--- src/design/port_link_map.svh ---
// register offsets, field positions, reset values and timing counts for port link control
`ifndef PORT_LINK_MAP_SVH
`define PORT_LINK_MAP_SVH

`define NUM_PORTS 4
`define NUM_GIG_PORTS 1
`define LABEL_CHARS 64
`define LABEL_WORDS 16

// register byte offsets; per-port block at PORT_BASE + port*PORT_STRIDE
`define OFS_ALL_CFG 12'h000
`define OFS_PORT_BASE 12'h100
`define PORT_STRIDE_SHIFT 7
`define OFS_CFG 7'h00
`define OFS_STATUS 7'h04
`define OFS_LABEL 7'h40

// cfg field positions
`define CFG_EN_BIT 0
`define CFG_FC_BIT 1
`define CFG_MODE_LSB 4
`define CFG_MODE_W 3
`define CFG_PRIO_LSB 8
`define CFG_PRIO_W 3

// status field positions
`define ST_LINK_BIT 0
`define ST_FULL_BIT 1
`define ST_SPEED_LSB 2
`define ST_CAP_BIT 4
`define ST_NEG_BIT 5

`define PRIO_RESET 3'h0
`define EN_RESET 1'b1
`define FC_RESET 1'b0

// jam length for forced collision: 96 bit times at 100 Mb/s, 10 ns per bit
`define JAM_TIME_NS 960
`define CLK_PERIOD_NS 5
`define JAM_CYCLES ((`JAM_TIME_NS + `CLK_PERIOD_NS - 1) / `CLK_PERIOD_NS)
`define PAUSE_QUANTA 16'hFFFF

`endif

--- src/design/port_link_pkg.sv ---
// types shared by the port link control design
package port_link_pkg;

  typedef enum logic [2:0] {
    MODE_AUTO = 3'h0,
    MODE_10_HALF = 3'h1,
    MODE_10_FULL = 3'h2,
    MODE_100_HALF = 3'h3,
    MODE_100_FULL = 3'h4,
    MODE_1000_FULL = 3'h5
  } link_mode_type;

  typedef enum logic [1:0] {
    SPEED_10 = 2'h0,
    SPEED_100 = 2'h1,
    SPEED_1000 = 2'h2
  } speed_type;

  typedef enum logic [3:0] {
    LS_DOWN = 4'h1,
    LS_NEGOTIATE = 4'h2,
    LS_UP = 4'h4,
    LS_FORCED = 4'h8
  } link_state_type;

endpackage

--- src/design/label_mem.sv ---
// label store: one word of four characters per entry, registered read data
module label_mem
  import port_link_pkg::*;
#(
  parameter int DEPTH = 64,
  parameter int AW = 6
) (
  // clock
  input wire logic mclk,
  // write side
  input wire logic wr_en,
  input wire logic [AW-1:0] wr_addr,
  input wire logic [31:0] wr_data,
  input wire logic [3:0] wr_strb,
  // read side
  input wire logic [AW-1:0] rd_addr,
  output logic [31:0] rd_data
);

  logic [31:0] mem [DEPTH];

  always_ff @(posedge mclk) begin
    if (wr_en) begin
      for (int b = 0; b < 4; b++) begin
        if (wr_strb[b]) begin
          mem[wr_addr][b*8 +: 8] <= wr_data[b*8 +: 8];
        end
      end
    end
  end

  always_ff @(posedge mclk) begin
    rd_data <= mem[rd_addr];
  end

endmodule

--- src/design/port_link_control.sv ---
// per-port link control: enables, speed/duplex selection, flow control and default priority
//
// How it works
// - disabled port forwards nothing; enable resets on
// - mode choices; gigabit only on gigabit ports
// - auto mode negotiates common speed and duplex
// - no peer negotiation: detected speed (100 when a non-gigabit port detects 1000), half duplex
// - forced mode uses configured speed and duplex
// - flow control: pause full, backpressure half
// - full duplex congestion sends a pause
// - half duplex congestion forces a collision
// - untagged incoming frames get default priority
// - all-ports write copies into every port
// - read-only capability type per port
// - per-port label of 64 characters
// - tag priority is three bits, tag four bytes
//
// Local design decisions: the APB interface to the registers and the placing of the registers.
`include "port_link_map.svh"
module port_link_control
  import port_link_pkg::*;
(
  // clock and reset
  input wire logic mclk,
  input wire logic rst_n,
  // apb slave
  input wire logic psel,
  input wire logic penable,
  input wire logic pwrite,
  input wire logic [11:0] paddr,
  input wire logic [31:0] pwdata,
  input wire logic [3:0] pstrb,
  output logic [31:0] prdata,
  output logic pready,
  output logic pslverr,
  // phy side, per port
  input wire logic [`NUM_PORTS-1:0] phy_signal_detect,
  input wire logic [2*`NUM_PORTS-1:0] phy_line_speed,
  input wire logic [`NUM_PORTS-1:0] peer_neg_valid,
  input wire logic [4*`NUM_PORTS-1:0] peer_abilities,
  output logic [`NUM_PORTS-1:0] link_up,
  output logic [`NUM_PORTS-1:0] link_full_duplex,
  output logic [2*`NUM_PORTS-1:0] link_speed,
  // receive congestion and flow control actions
  input wire logic [`NUM_PORTS-1:0] rx_congested,
  input wire logic [`NUM_PORTS-1:0] rx_carrier,
  output logic [`NUM_PORTS-1:0] pause_req,
  output logic [16*`NUM_PORTS-1:0] pause_quanta,
  output logic [`NUM_PORTS-1:0] force_collision,
  // ingress frame priority, per port
  input wire logic [`NUM_PORTS-1:0] rx_frame_valid,
  input wire logic [`NUM_PORTS-1:0] rx_frame_tagged,
  input wire logic [16*`NUM_PORTS-1:0] rx_tag_tci,
  output logic [`NUM_PORTS-1:0] rx_prio_valid,
  output logic [3*`NUM_PORTS-1:0] rx_prio,
  // forwarding gate
  output logic [`NUM_PORTS-1:0] fwd_enable
);

  localparam int NP = `NUM_PORTS;
  localparam int JAM_CYC = `JAM_CYCLES;

  // ****************************************************************
  // reset synchroniser
  // ****************************************************************
  logic rst_meta_reg;
  logic rst_sync_n;

  always_ff @(posedge mclk or negedge rst_n) begin
    if (!rst_n) begin
      rst_meta_reg <= 1'b0;
      rst_sync_n <= 1'b0;
    end else begin
      rst_meta_reg <= 1'b1;
      rst_sync_n <= rst_meta_reg;
    end
  end

  // ****************************************************************
  // apb decode
  // ****************************************************************
  logic wr_access;
  logic rd_access;
  logic sel_all;
  logic sel_port;
  logic [1:0] port_idx;
  logic [6:0] port_ofs;
  logic port_valid;
  logic [11:0] port_addr;

  assign wr_access = psel && penable && pwrite;
  assign rd_access = psel && penable && !pwrite;
  assign sel_all = (paddr == `OFS_ALL_CFG);
  // port blocks start at the base, so the port number comes from the offset into them
  assign port_addr = paddr - `OFS_PORT_BASE;
  assign sel_port = (paddr >= `OFS_PORT_BASE) && (port_addr[11:9] == 3'h0);
  assign port_idx = port_addr[`PORT_STRIDE_SHIFT +: 2];
  assign port_ofs = port_addr[6:0];
  assign port_valid = sel_port;
  // one wait state so the label memory read data is ready
  logic ack_reg;

  always_ff @(posedge mclk or negedge rst_sync_n) begin
    if (!rst_sync_n) begin
      ack_reg <= 1'b0;
    end else begin
      ack_reg <= psel && penable && !ack_reg;
    end
  end

  assign pready = ack_reg;

  logic map_cfg;
  logic map_status;
  logic map_label;
  logic mapped;

  assign map_cfg = port_valid && (port_ofs == `OFS_CFG);
  assign map_status = port_valid && (port_ofs == `OFS_STATUS);
  assign map_label = port_valid && (port_ofs[6] == 1'b1) && (port_ofs[1:0] == 2'h0);
  assign mapped = sel_all || map_cfg || map_status || map_label;
  assign pslverr = ack_reg && !mapped;

  logic wr_commit;
  assign wr_commit = wr_access && ack_reg && mapped;

  // ****************************************************************
  // per-port configuration
  // ****************************************************************
  logic [NP-1:0] en_reg;
  logic [NP-1:0] fc_reg;
  link_mode_type mode_reg [NP];
  logic [2:0] prio_reg [NP];
  logic [31:0] all_cfg_reg;

  function automatic link_mode_type legal_mode(input logic [2:0] req, input logic gig);
    link_mode_type m;
    m = MODE_AUTO;
    if (req <= 3'h4) begin
      m = link_mode_type'(req);
    end else if (req == 3'h5 && gig) begin
      m = MODE_1000_FULL;
    end
    return m;
  endfunction

  // the all-ports register only reads back the cfg fields of the last value written
  always_ff @(posedge mclk or negedge rst_sync_n) begin
    if (!rst_sync_n) begin
      all_cfg_reg <= 32'h0000_0001;
    end else if (wr_commit && sel_all && pstrb[0] && pstrb[1]) begin
      all_cfg_reg <= {21'h0, pwdata[10:8], 1'b0, pwdata[6:4], 2'h0, pwdata[1:0]};
    end
  end

  genvar gp;
  generate
    for (gp = 0; gp < NP; gp++) begin : g_cfg
      localparam logic IS_GIG = (gp >= NP - `NUM_GIG_PORTS);
      logic wr_this;
      logic wr_all;
      assign wr_this = wr_commit && map_cfg && (port_idx == 2'(gp));
      assign wr_all = wr_commit && sel_all;

      // a port-level write in the same cycle is impossible: one apb access at a time
      always_ff @(posedge mclk or negedge rst_sync_n) begin
        if (!rst_sync_n) begin
          en_reg[gp] <= `EN_RESET;
          fc_reg[gp] <= `FC_RESET;
          mode_reg[gp] <= MODE_AUTO;
          prio_reg[gp] <= `PRIO_RESET;
        end else if ((wr_this || wr_all) && pstrb[0] && pstrb[1]) begin
          en_reg[gp] <= pwdata[`CFG_EN_BIT];
          fc_reg[gp] <= pwdata[`CFG_FC_BIT];
          mode_reg[gp] <= legal_mode(pwdata[`CFG_MODE_LSB +: `CFG_MODE_W], IS_GIG);
          prio_reg[gp] <= pwdata[`CFG_PRIO_LSB +: `CFG_PRIO_W];
        end
      end
    end
  endgenerate

  // ****************************************************************
  // link resolution
  // ****************************************************************
  link_state_type ls_reg [NP];
  logic [NP-1:0] up_reg;
  logic [NP-1:0] full_reg;
  logic [NP-1:0] negotiated_reg;
  speed_type spd_reg [NP];

  generate
    for (gp = 0; gp < NP; gp++) begin : g_link
      localparam logic IS_GIG = (gp >= NP - `NUM_GIG_PORTS);
      // peer abilities: [0] 10 half, [1] 10 full, [2] 100 half, [3] 100 full
      // on a gigabit port, gigabit ability is assumed when line speed reports 1000
      logic [3:0] ab;
      speed_type line_spd;
      assign ab = peer_abilities[gp*4 +: 4];
      assign line_spd = speed_type'(phy_line_speed[gp*2 +: 2]);

      always_ff @(posedge mclk or negedge rst_sync_n) begin
        if (!rst_sync_n) begin
          ls_reg[gp] <= LS_DOWN;
          up_reg[gp] <= 1'b0;
          full_reg[gp] <= 1'b0;
          negotiated_reg[gp] <= 1'b0;
          spd_reg[gp] <= SPEED_10;
        end else begin
          case (ls_reg[gp])
            LS_DOWN: begin
              up_reg[gp] <= 1'b0;
              if (phy_signal_detect[gp] && en_reg[gp]) begin
                ls_reg[gp] <= (mode_reg[gp] == MODE_AUTO) ? LS_NEGOTIATE : LS_FORCED;
              end
            end
            LS_NEGOTIATE: begin
              up_reg[gp] <= 1'b1;
              ls_reg[gp] <= LS_UP;
              if (peer_neg_valid[gp]) begin
                negotiated_reg[gp] <= 1'b1;
                if (IS_GIG && line_spd == SPEED_1000) begin
                  spd_reg[gp] <= SPEED_1000;
                  full_reg[gp] <= 1'b1;
                end else if (ab[3]) begin
                  spd_reg[gp] <= SPEED_100;
                  full_reg[gp] <= 1'b1;
                end else if (ab[2]) begin
                  spd_reg[gp] <= SPEED_100;
                  full_reg[gp] <= 1'b0;
                end else begin
                  spd_reg[gp] <= SPEED_10;
                  full_reg[gp] <= ab[1];
                end
              end else begin
                negotiated_reg[gp] <= 1'b0;
                spd_reg[gp] <= (!IS_GIG && line_spd == SPEED_1000) ? SPEED_100 : line_spd;
                full_reg[gp] <= 1'b0;
              end
            end
            LS_FORCED: begin
              up_reg[gp] <= 1'b1;
              ls_reg[gp] <= LS_UP;
              negotiated_reg[gp] <= 1'b0;
              case (mode_reg[gp])
                MODE_10_FULL: begin
                  spd_reg[gp] <= SPEED_10;
                  full_reg[gp] <= 1'b1;
                end
                MODE_100_HALF: begin
                  spd_reg[gp] <= SPEED_100;
                  full_reg[gp] <= 1'b0;
                end
                MODE_100_FULL: begin
                  spd_reg[gp] <= SPEED_100;
                  full_reg[gp] <= 1'b1;
                end
                MODE_1000_FULL: begin
                  spd_reg[gp] <= SPEED_1000;
                  full_reg[gp] <= 1'b1;
                end
                default: begin
                  spd_reg[gp] <= SPEED_10;
                  full_reg[gp] <= 1'b0;
                end
              endcase
            end
            LS_UP: begin
              // losing the line or disabling restarts resolution; a new mode waits for the next link-up
              if (!phy_signal_detect[gp] || !en_reg[gp]) begin
                ls_reg[gp] <= LS_DOWN;
                up_reg[gp] <= 1'b0;
              end
            end
            default: begin
              ls_reg[gp] <= LS_DOWN;
            end
          endcase
        end
      end

      assign link_up[gp] = up_reg[gp];
      assign link_full_duplex[gp] = full_reg[gp];
      assign link_speed[gp*2 +: 2] = spd_reg[gp];
      assign fwd_enable[gp] = en_reg[gp] && up_reg[gp];
    end
  endgenerate

  // ****************************************************************
  // flow control and priority
  // ****************************************************************
  logic [NP-1:0] pause_reg;
  logic [NP-1:0] jam_reg;
  logic [NP-1:0] rx_pv_reg;
  logic [2:0] rx_prio_reg [NP];

  generate
    for (gp = 0; gp < NP; gp++) begin : g_flow
      logic [7:0] jam_cnt_reg;
      logic active;
      assign active = fc_reg[gp] && up_reg[gp] && en_reg[gp];

      // pause is a level held while congested; the mac repeats the frame as needed
      always_ff @(posedge mclk or negedge rst_sync_n) begin
        if (!rst_sync_n) begin
          pause_reg[gp] <= 1'b0;
        end else begin
          pause_reg[gp] <= active && full_reg[gp] && rx_congested[gp];
        end
      end

      // jam starts only while the sender is on the wire, then runs one whole jam length whatever the carrier does
      always_ff @(posedge mclk or negedge rst_sync_n) begin
        if (!rst_sync_n) begin
          jam_reg[gp] <= 1'b0;
          jam_cnt_reg <= 8'h00;
        end else if (jam_reg[gp]) begin
          if (jam_cnt_reg == 8'(JAM_CYC - 1)) begin
            jam_reg[gp] <= 1'b0;
          end
          jam_cnt_reg <= jam_cnt_reg + 8'h01;
        end else if (active && !full_reg[gp] && rx_congested[gp] && rx_carrier[gp]) begin
          jam_reg[gp] <= 1'b1;
          jam_cnt_reg <= 8'h00;
        end
      end

      // priority is tci[15:13]; frames drop to nothing on a disabled port
      always_ff @(posedge mclk or negedge rst_sync_n) begin
        if (!rst_sync_n) begin
          rx_pv_reg[gp] <= 1'b0;
          rx_prio_reg[gp] <= 3'h0;
        end else begin
          rx_pv_reg[gp] <= rx_frame_valid[gp] && en_reg[gp];
          if (rx_frame_valid[gp]) begin
            rx_prio_reg[gp] <= rx_frame_tagged[gp] ? rx_tag_tci[gp*16+13 +: 3] : prio_reg[gp];
          end
        end
      end

      assign pause_req[gp] = pause_reg[gp];
      assign pause_quanta[gp*16 +: 16] = `PAUSE_QUANTA;
      assign force_collision[gp] = jam_reg[gp];
      assign rx_prio_valid[gp] = rx_pv_reg[gp];
      assign rx_prio[gp*3 +: 3] = rx_prio_reg[gp];
    end
  endgenerate

  // ****************************************************************
  // label storage and read mux
  // ****************************************************************
  logic [31:0] label_rd;
  logic lbl_wr;

  assign lbl_wr = wr_commit && map_label;

  label_mem #(.DEPTH(NP * `LABEL_WORDS), .AW(6)) u_label (
    .mclk(mclk),
    .wr_en(lbl_wr),
    .wr_addr({port_idx, port_ofs[5:2]}),
    .wr_data(pwdata),
    .wr_strb(pstrb),
    .rd_addr({port_idx, port_ofs[5:2]}),
    .rd_data(label_rd)
  );

  logic [31:0] rd_mux;

  always_comb begin
    rd_mux = 32'h0000_0000;
    if (sel_all) begin
      rd_mux = all_cfg_reg;
    end else if (map_cfg) begin
      rd_mux[`CFG_EN_BIT] = en_reg[port_idx];
      rd_mux[`CFG_FC_BIT] = fc_reg[port_idx];
      rd_mux[`CFG_MODE_LSB +: `CFG_MODE_W] = mode_reg[port_idx];
      rd_mux[`CFG_PRIO_LSB +: `CFG_PRIO_W] = prio_reg[port_idx];
    end else if (map_status) begin
      rd_mux[`ST_LINK_BIT] = up_reg[port_idx];
      rd_mux[`ST_FULL_BIT] = full_reg[port_idx];
      rd_mux[`ST_SPEED_LSB +: 2] = spd_reg[port_idx];
      rd_mux[`ST_CAP_BIT] = (32'(port_idx) >= 32'(NP - `NUM_GIG_PORTS));
      rd_mux[`ST_NEG_BIT] = negotiated_reg[port_idx];
    end else if (map_label) begin
      rd_mux = label_rd;
    end
  end

  always_ff @(posedge mclk or negedge rst_sync_n) begin
    if (!rst_sync_n) begin
      prdata <= 32'h0000_0000;
    end else if (rd_access && !ack_reg) begin
      prdata <= rd_mux;
    end
  end

endmodule

--- config.mk ---
export PLATFORM = sky130hd
export DESIGN_NAME = port_link_control
export DESIGN_NICKNAME = d
export VERILOG_FILES = /design/src/design/port_link_pkg.sv /design/src/design/label_mem.sv /design/src/design/port_link_control.sv
export VERILOG_INCLUDE_DIRS = /design/src /design/src/design
export SDC_FILE = /design/constraint.sdc
export NUM_CORES = 2
export LEC_CHECK = 0
export ABC_CLOCK_PERIOD_IN_PS = 4600
export BUFFER_PORTS_ARGS = -buffer_cell sky130_fd_sc_hd__buf_2
export CORE_ASPECT_RATIO = 1.4
export CORE_MARGIN = 1
export CORE_UTILIZATION = 35
export DETAILED_ROUTE_END_ITERATION = 12
export SYNTH_ARGS = -nofsm -noshare
export SYNTH_HDL_FRONTEND = slang
export SYNTH_SLANG_ARGS = --single-unit
--- constraint.sdc ---
create_clock -name mclk -period 4.6 [get_ports mclk]
set_input_delay 0.23 -clock mclk [delete_from_list [all_inputs] [get_ports mclk]]
set_output_delay 0.23 -clock mclk [all_outputs]
set_load 0.03 [all_outputs]
==> flow_metrics.tcl <==
set metrics [dict create \
    placed_cells 8694 \
    crit_end "u_label.mem[37][0]" \
    initial_utilization_pct 35.3 \
    p_leak_uw 0.0345 \
    finalNetCount 5843 \
    rows 218 \
    drt.antenna.violating_nets 0 \
    cts_resized 0 \
    die_area_mm2 0.257 \
    min_period_ps 3190 \
    num_vias 48559 \
    clkPwrFrac_pct 41.0 \
    maxCapViolations 0 \
    crit_start "pready" \
    placed_cell_area_mm2 0.0954 \
    final_layout_size_suffix_gt1_share_pct 21.9 \
    finalCritPeriodShare_pct 69.4 \
    final.setup.worst_slack_ps 1410 \
    status "complete, no violations" \
    ys_ff_latch 2247 \
    p_int_uw 32600 \
    wl_per_cell_um 26.6 \
    coreArea_mm2 0.253 \
    grt_pass1_vias 48769 \
    r2r-end "u_label.mem[37][0]" \
    layoutNonFillerInstCount 9142 \
    tns_ps 0 \
    numPortBuffers 186 \
    area.growth.synth_to_final_pct 15.2 \
    clk_pin_slew_ps 60 \
    grt_max_degree 133 \
    drt-total-wl_um 243000 \
    crit-reg2reg-launch "pready" \
    reg2regPathDepth 5 \
    place_hpwl_um 151000 \
    worstSetupStartpointType "flop" \
    io_pins 307 \
    power.density_mw_per_mm2 406 \
    postLayoutCellArea_mm2 0.103 \
    multiInputGateArea_mm2 0.0213 \
    clkLatencyLatePin_ps 860 \
    syn_area_per_cell_um2 17.1 \
    seqCellArea_mm2 0.0663 \
    swShare_pct 21.7 \
    n_fill_cell 22562 \
    synthArstFlopShare_pct 7.43 \
    hold_path_class "in2reg" \
    first_iter_violations 4369 \
    die-width_um 429 \
    setup_viol 0 \
    cts_setup_buffers 0 \
    synth_cell_types 63 \
    rsz0062_at_grt "no" \
    ys_seq_area_share_pct 74.4 \
    antenna_found_initial 22 \
    power_uw 41700 \
    ctsHtreeMaxLevel 4 \
    yosysWarnings 0 \
    synthFlopType "edfxtp_1" \
    pre_cts_slack_ps 866 \
    numCtsBuffers 203 \
    synth.cell_area_mm2 0.0892 \
    drv_slew 0 \
    pwr-share-comb_pct 5.3 \
    synth_edf_count 2048 \
    final_hold_viol_count 0 \
    required_ps 5040 \
    p_sw_uw 9040 \
    seq_power_share_pct 53.8 \
    r2r_slack_ps 1410 \
    grt_pass1_wl_um 348000 \
    syn_inst 5201 \
    cts-root-buf "clkbuf_16" \
    max_slew_margin_pct 19.6 \
    cts_hold_buf 73 \
    largest_reg_flops 2048 \
    grt_usage_pct 18.6 \
    crit_fanout 64 \
    final.setup_skew_ps 75.9 \
    fp.dieH_um 599 \
    path_class "reg2reg" \
    worst_pin_slew_ps 1210 \
    vias_per_cell 5.31 \
    crit_arrival_ps 3630 \
    first_pass_iters 9 \
    cp-end-kind "flop" \
    grt_overflow 0 \
    clock-sinks 2247 \
    cts_tree "yes" \
    regMostFlops "u_label.mem" \
    cts.path.max_buffers 4 \
    gp_congestion 0.828 \
    drcViolationCount 0 \
    fmax_mhz 313 \
    ir_drop_mv 0.356 \
]
[final cells by class]
class                   instances  share of cell area (%)
well taps                    3300                    4.02
diodes                         10                  0.0244
clock inverters               108                    1.07
multi-input cells            2623                    20.8
clock buffers                 257                    5.33
repair buffers                572                    4.12
flip-flops and latches       2247                    64.6
inverters                      25                  0.0938
[per-stage QoR]
stage | util, % | hold WS [ps]
after floorplan | - | -65.6
after global placement | 37.8 | 13.9
after detailed placement | 37.8 | 15.3
after CTS | 40.7 | 14.4
after global routing | 40.7 | 54.5
final | 40.7 | 39.6
[cells in the mapped netlist, types with 64 or more instances]
cell	number	area share (%)
a211oi_1	100	0.84
a21oi_1	274	1.5
a221oi_1	161	1.6
buf_2	81	0.45
buf_4	64	0.54
clkbuf_1	189	0.80
dfrtp_1	158	4.4
edfxtp_1	2048	69
mux2_2	173	2.2
mux2i_1	347	3.9
mux4_2	268	6.8
nand2_1	457	1.9
nor2_1	338	1.4
nor2b_1	84	0.59
o22ai_1	72	0.51
[metal layers]
layer  wire length (um)  global-route usage [%]  vias up  part of all wire (%)
li1                   -                       -    21308                     -
met1              94900                    23.2    25098                    39
met2             123000                    32.0     1717                    50
met3              15500                    2.96      422                   6.4
met4              10400                    7.81       14                   4.3
met5                 87                  0.0559        -                 0.036
[cells in the final DEF (no fill, tap or decap), types with 27 or more instances in the layout]
| cell type | synthesis | routed |
|---|---|---|
| buf_2 | 81 | 182 |
| nor4_1 | 37 | 34 |
| conb_1 | 1 | 65 |
| clkinv_1 | 1 | 27 |
| a22o_1 | 27 | 27 |
| a211oi_1 | 100 | 100 |
| clkbuf_1 | 189 | 39 |
| o22ai_1 | 72 | 72 |
| a21oi_1 | 274 | 274 |
| mux4_2 | 268 | 268 |
| buf_4 | 64 | 298 |
| dlygate4sd3_1 | 0 | 73 |
| dfrtp_1 | 158 | 157 |
| a221oi_1 | 161 | 161 |
| nor2b_1 | 84 | 82 |
| clkbuf_16 | 0 | 207 |
| o21ai_0 | 36 | 36 |
| nor2_1 | 338 | 337 |
| mux2_2 | 173 | 173 |
| mux2i_1 | 347 | 347 |
| clkinv_2 | 0 | 37 |
| nand2_1 | 457 | 454 |
| edfxtp_1 | 2048 | 2048 |
| dfxtp_1 | 32 | 32 |
[cell families after synthesis]
group / count (synthesis) / share of synthesized area (%)
xor gates and xnor gates: 5 / 0.0491
muxes: 791 / 12.9
and+or+nand+nor: 1038 / 5.12
adders and majority gates: 6 / 0.0842
AOI/OAI and AO/OA: 718 / 5.41
other: 1 / 0.00421
buffers and inverters: 395 / 2.05
DFF: 2247 / 74.4
[power groups by stage]
stage	sequential, uW	combinational (uW)	clock, uW
after floorplan	22900	1130	0
after global routing	22400	2320	18000
after global placement	22800	2120	0
after CTS	22400	2210	17300
final	22400	2190	17100
after detailed placement	22800	2160	0
[worst min-delay path by stage]
stage,startpoint,end,slack (ps),cells after the start
after global placement,rst_n,rst_meta_reg,10,1
final,pwdata[31],u_label.mem[30][31],40,2
after floorplan,rst_n,rst_meta_reg,-70,0
after CTS,pstrb[1],all_cfg_reg[4],10,3
after global routing,pwdata[31],u_label.mem[31][31],50,2
after detailed placement,rst_n,rst_meta_reg,20,1
[critical path, stage by stage (launching register included)]
cell	delay, ps
dfrtp_1	570
nand2_1	90
nor2_1	690
nand3_2	120
buf_4	390
nor2_1	880
(Power assumes the default switching activity.)
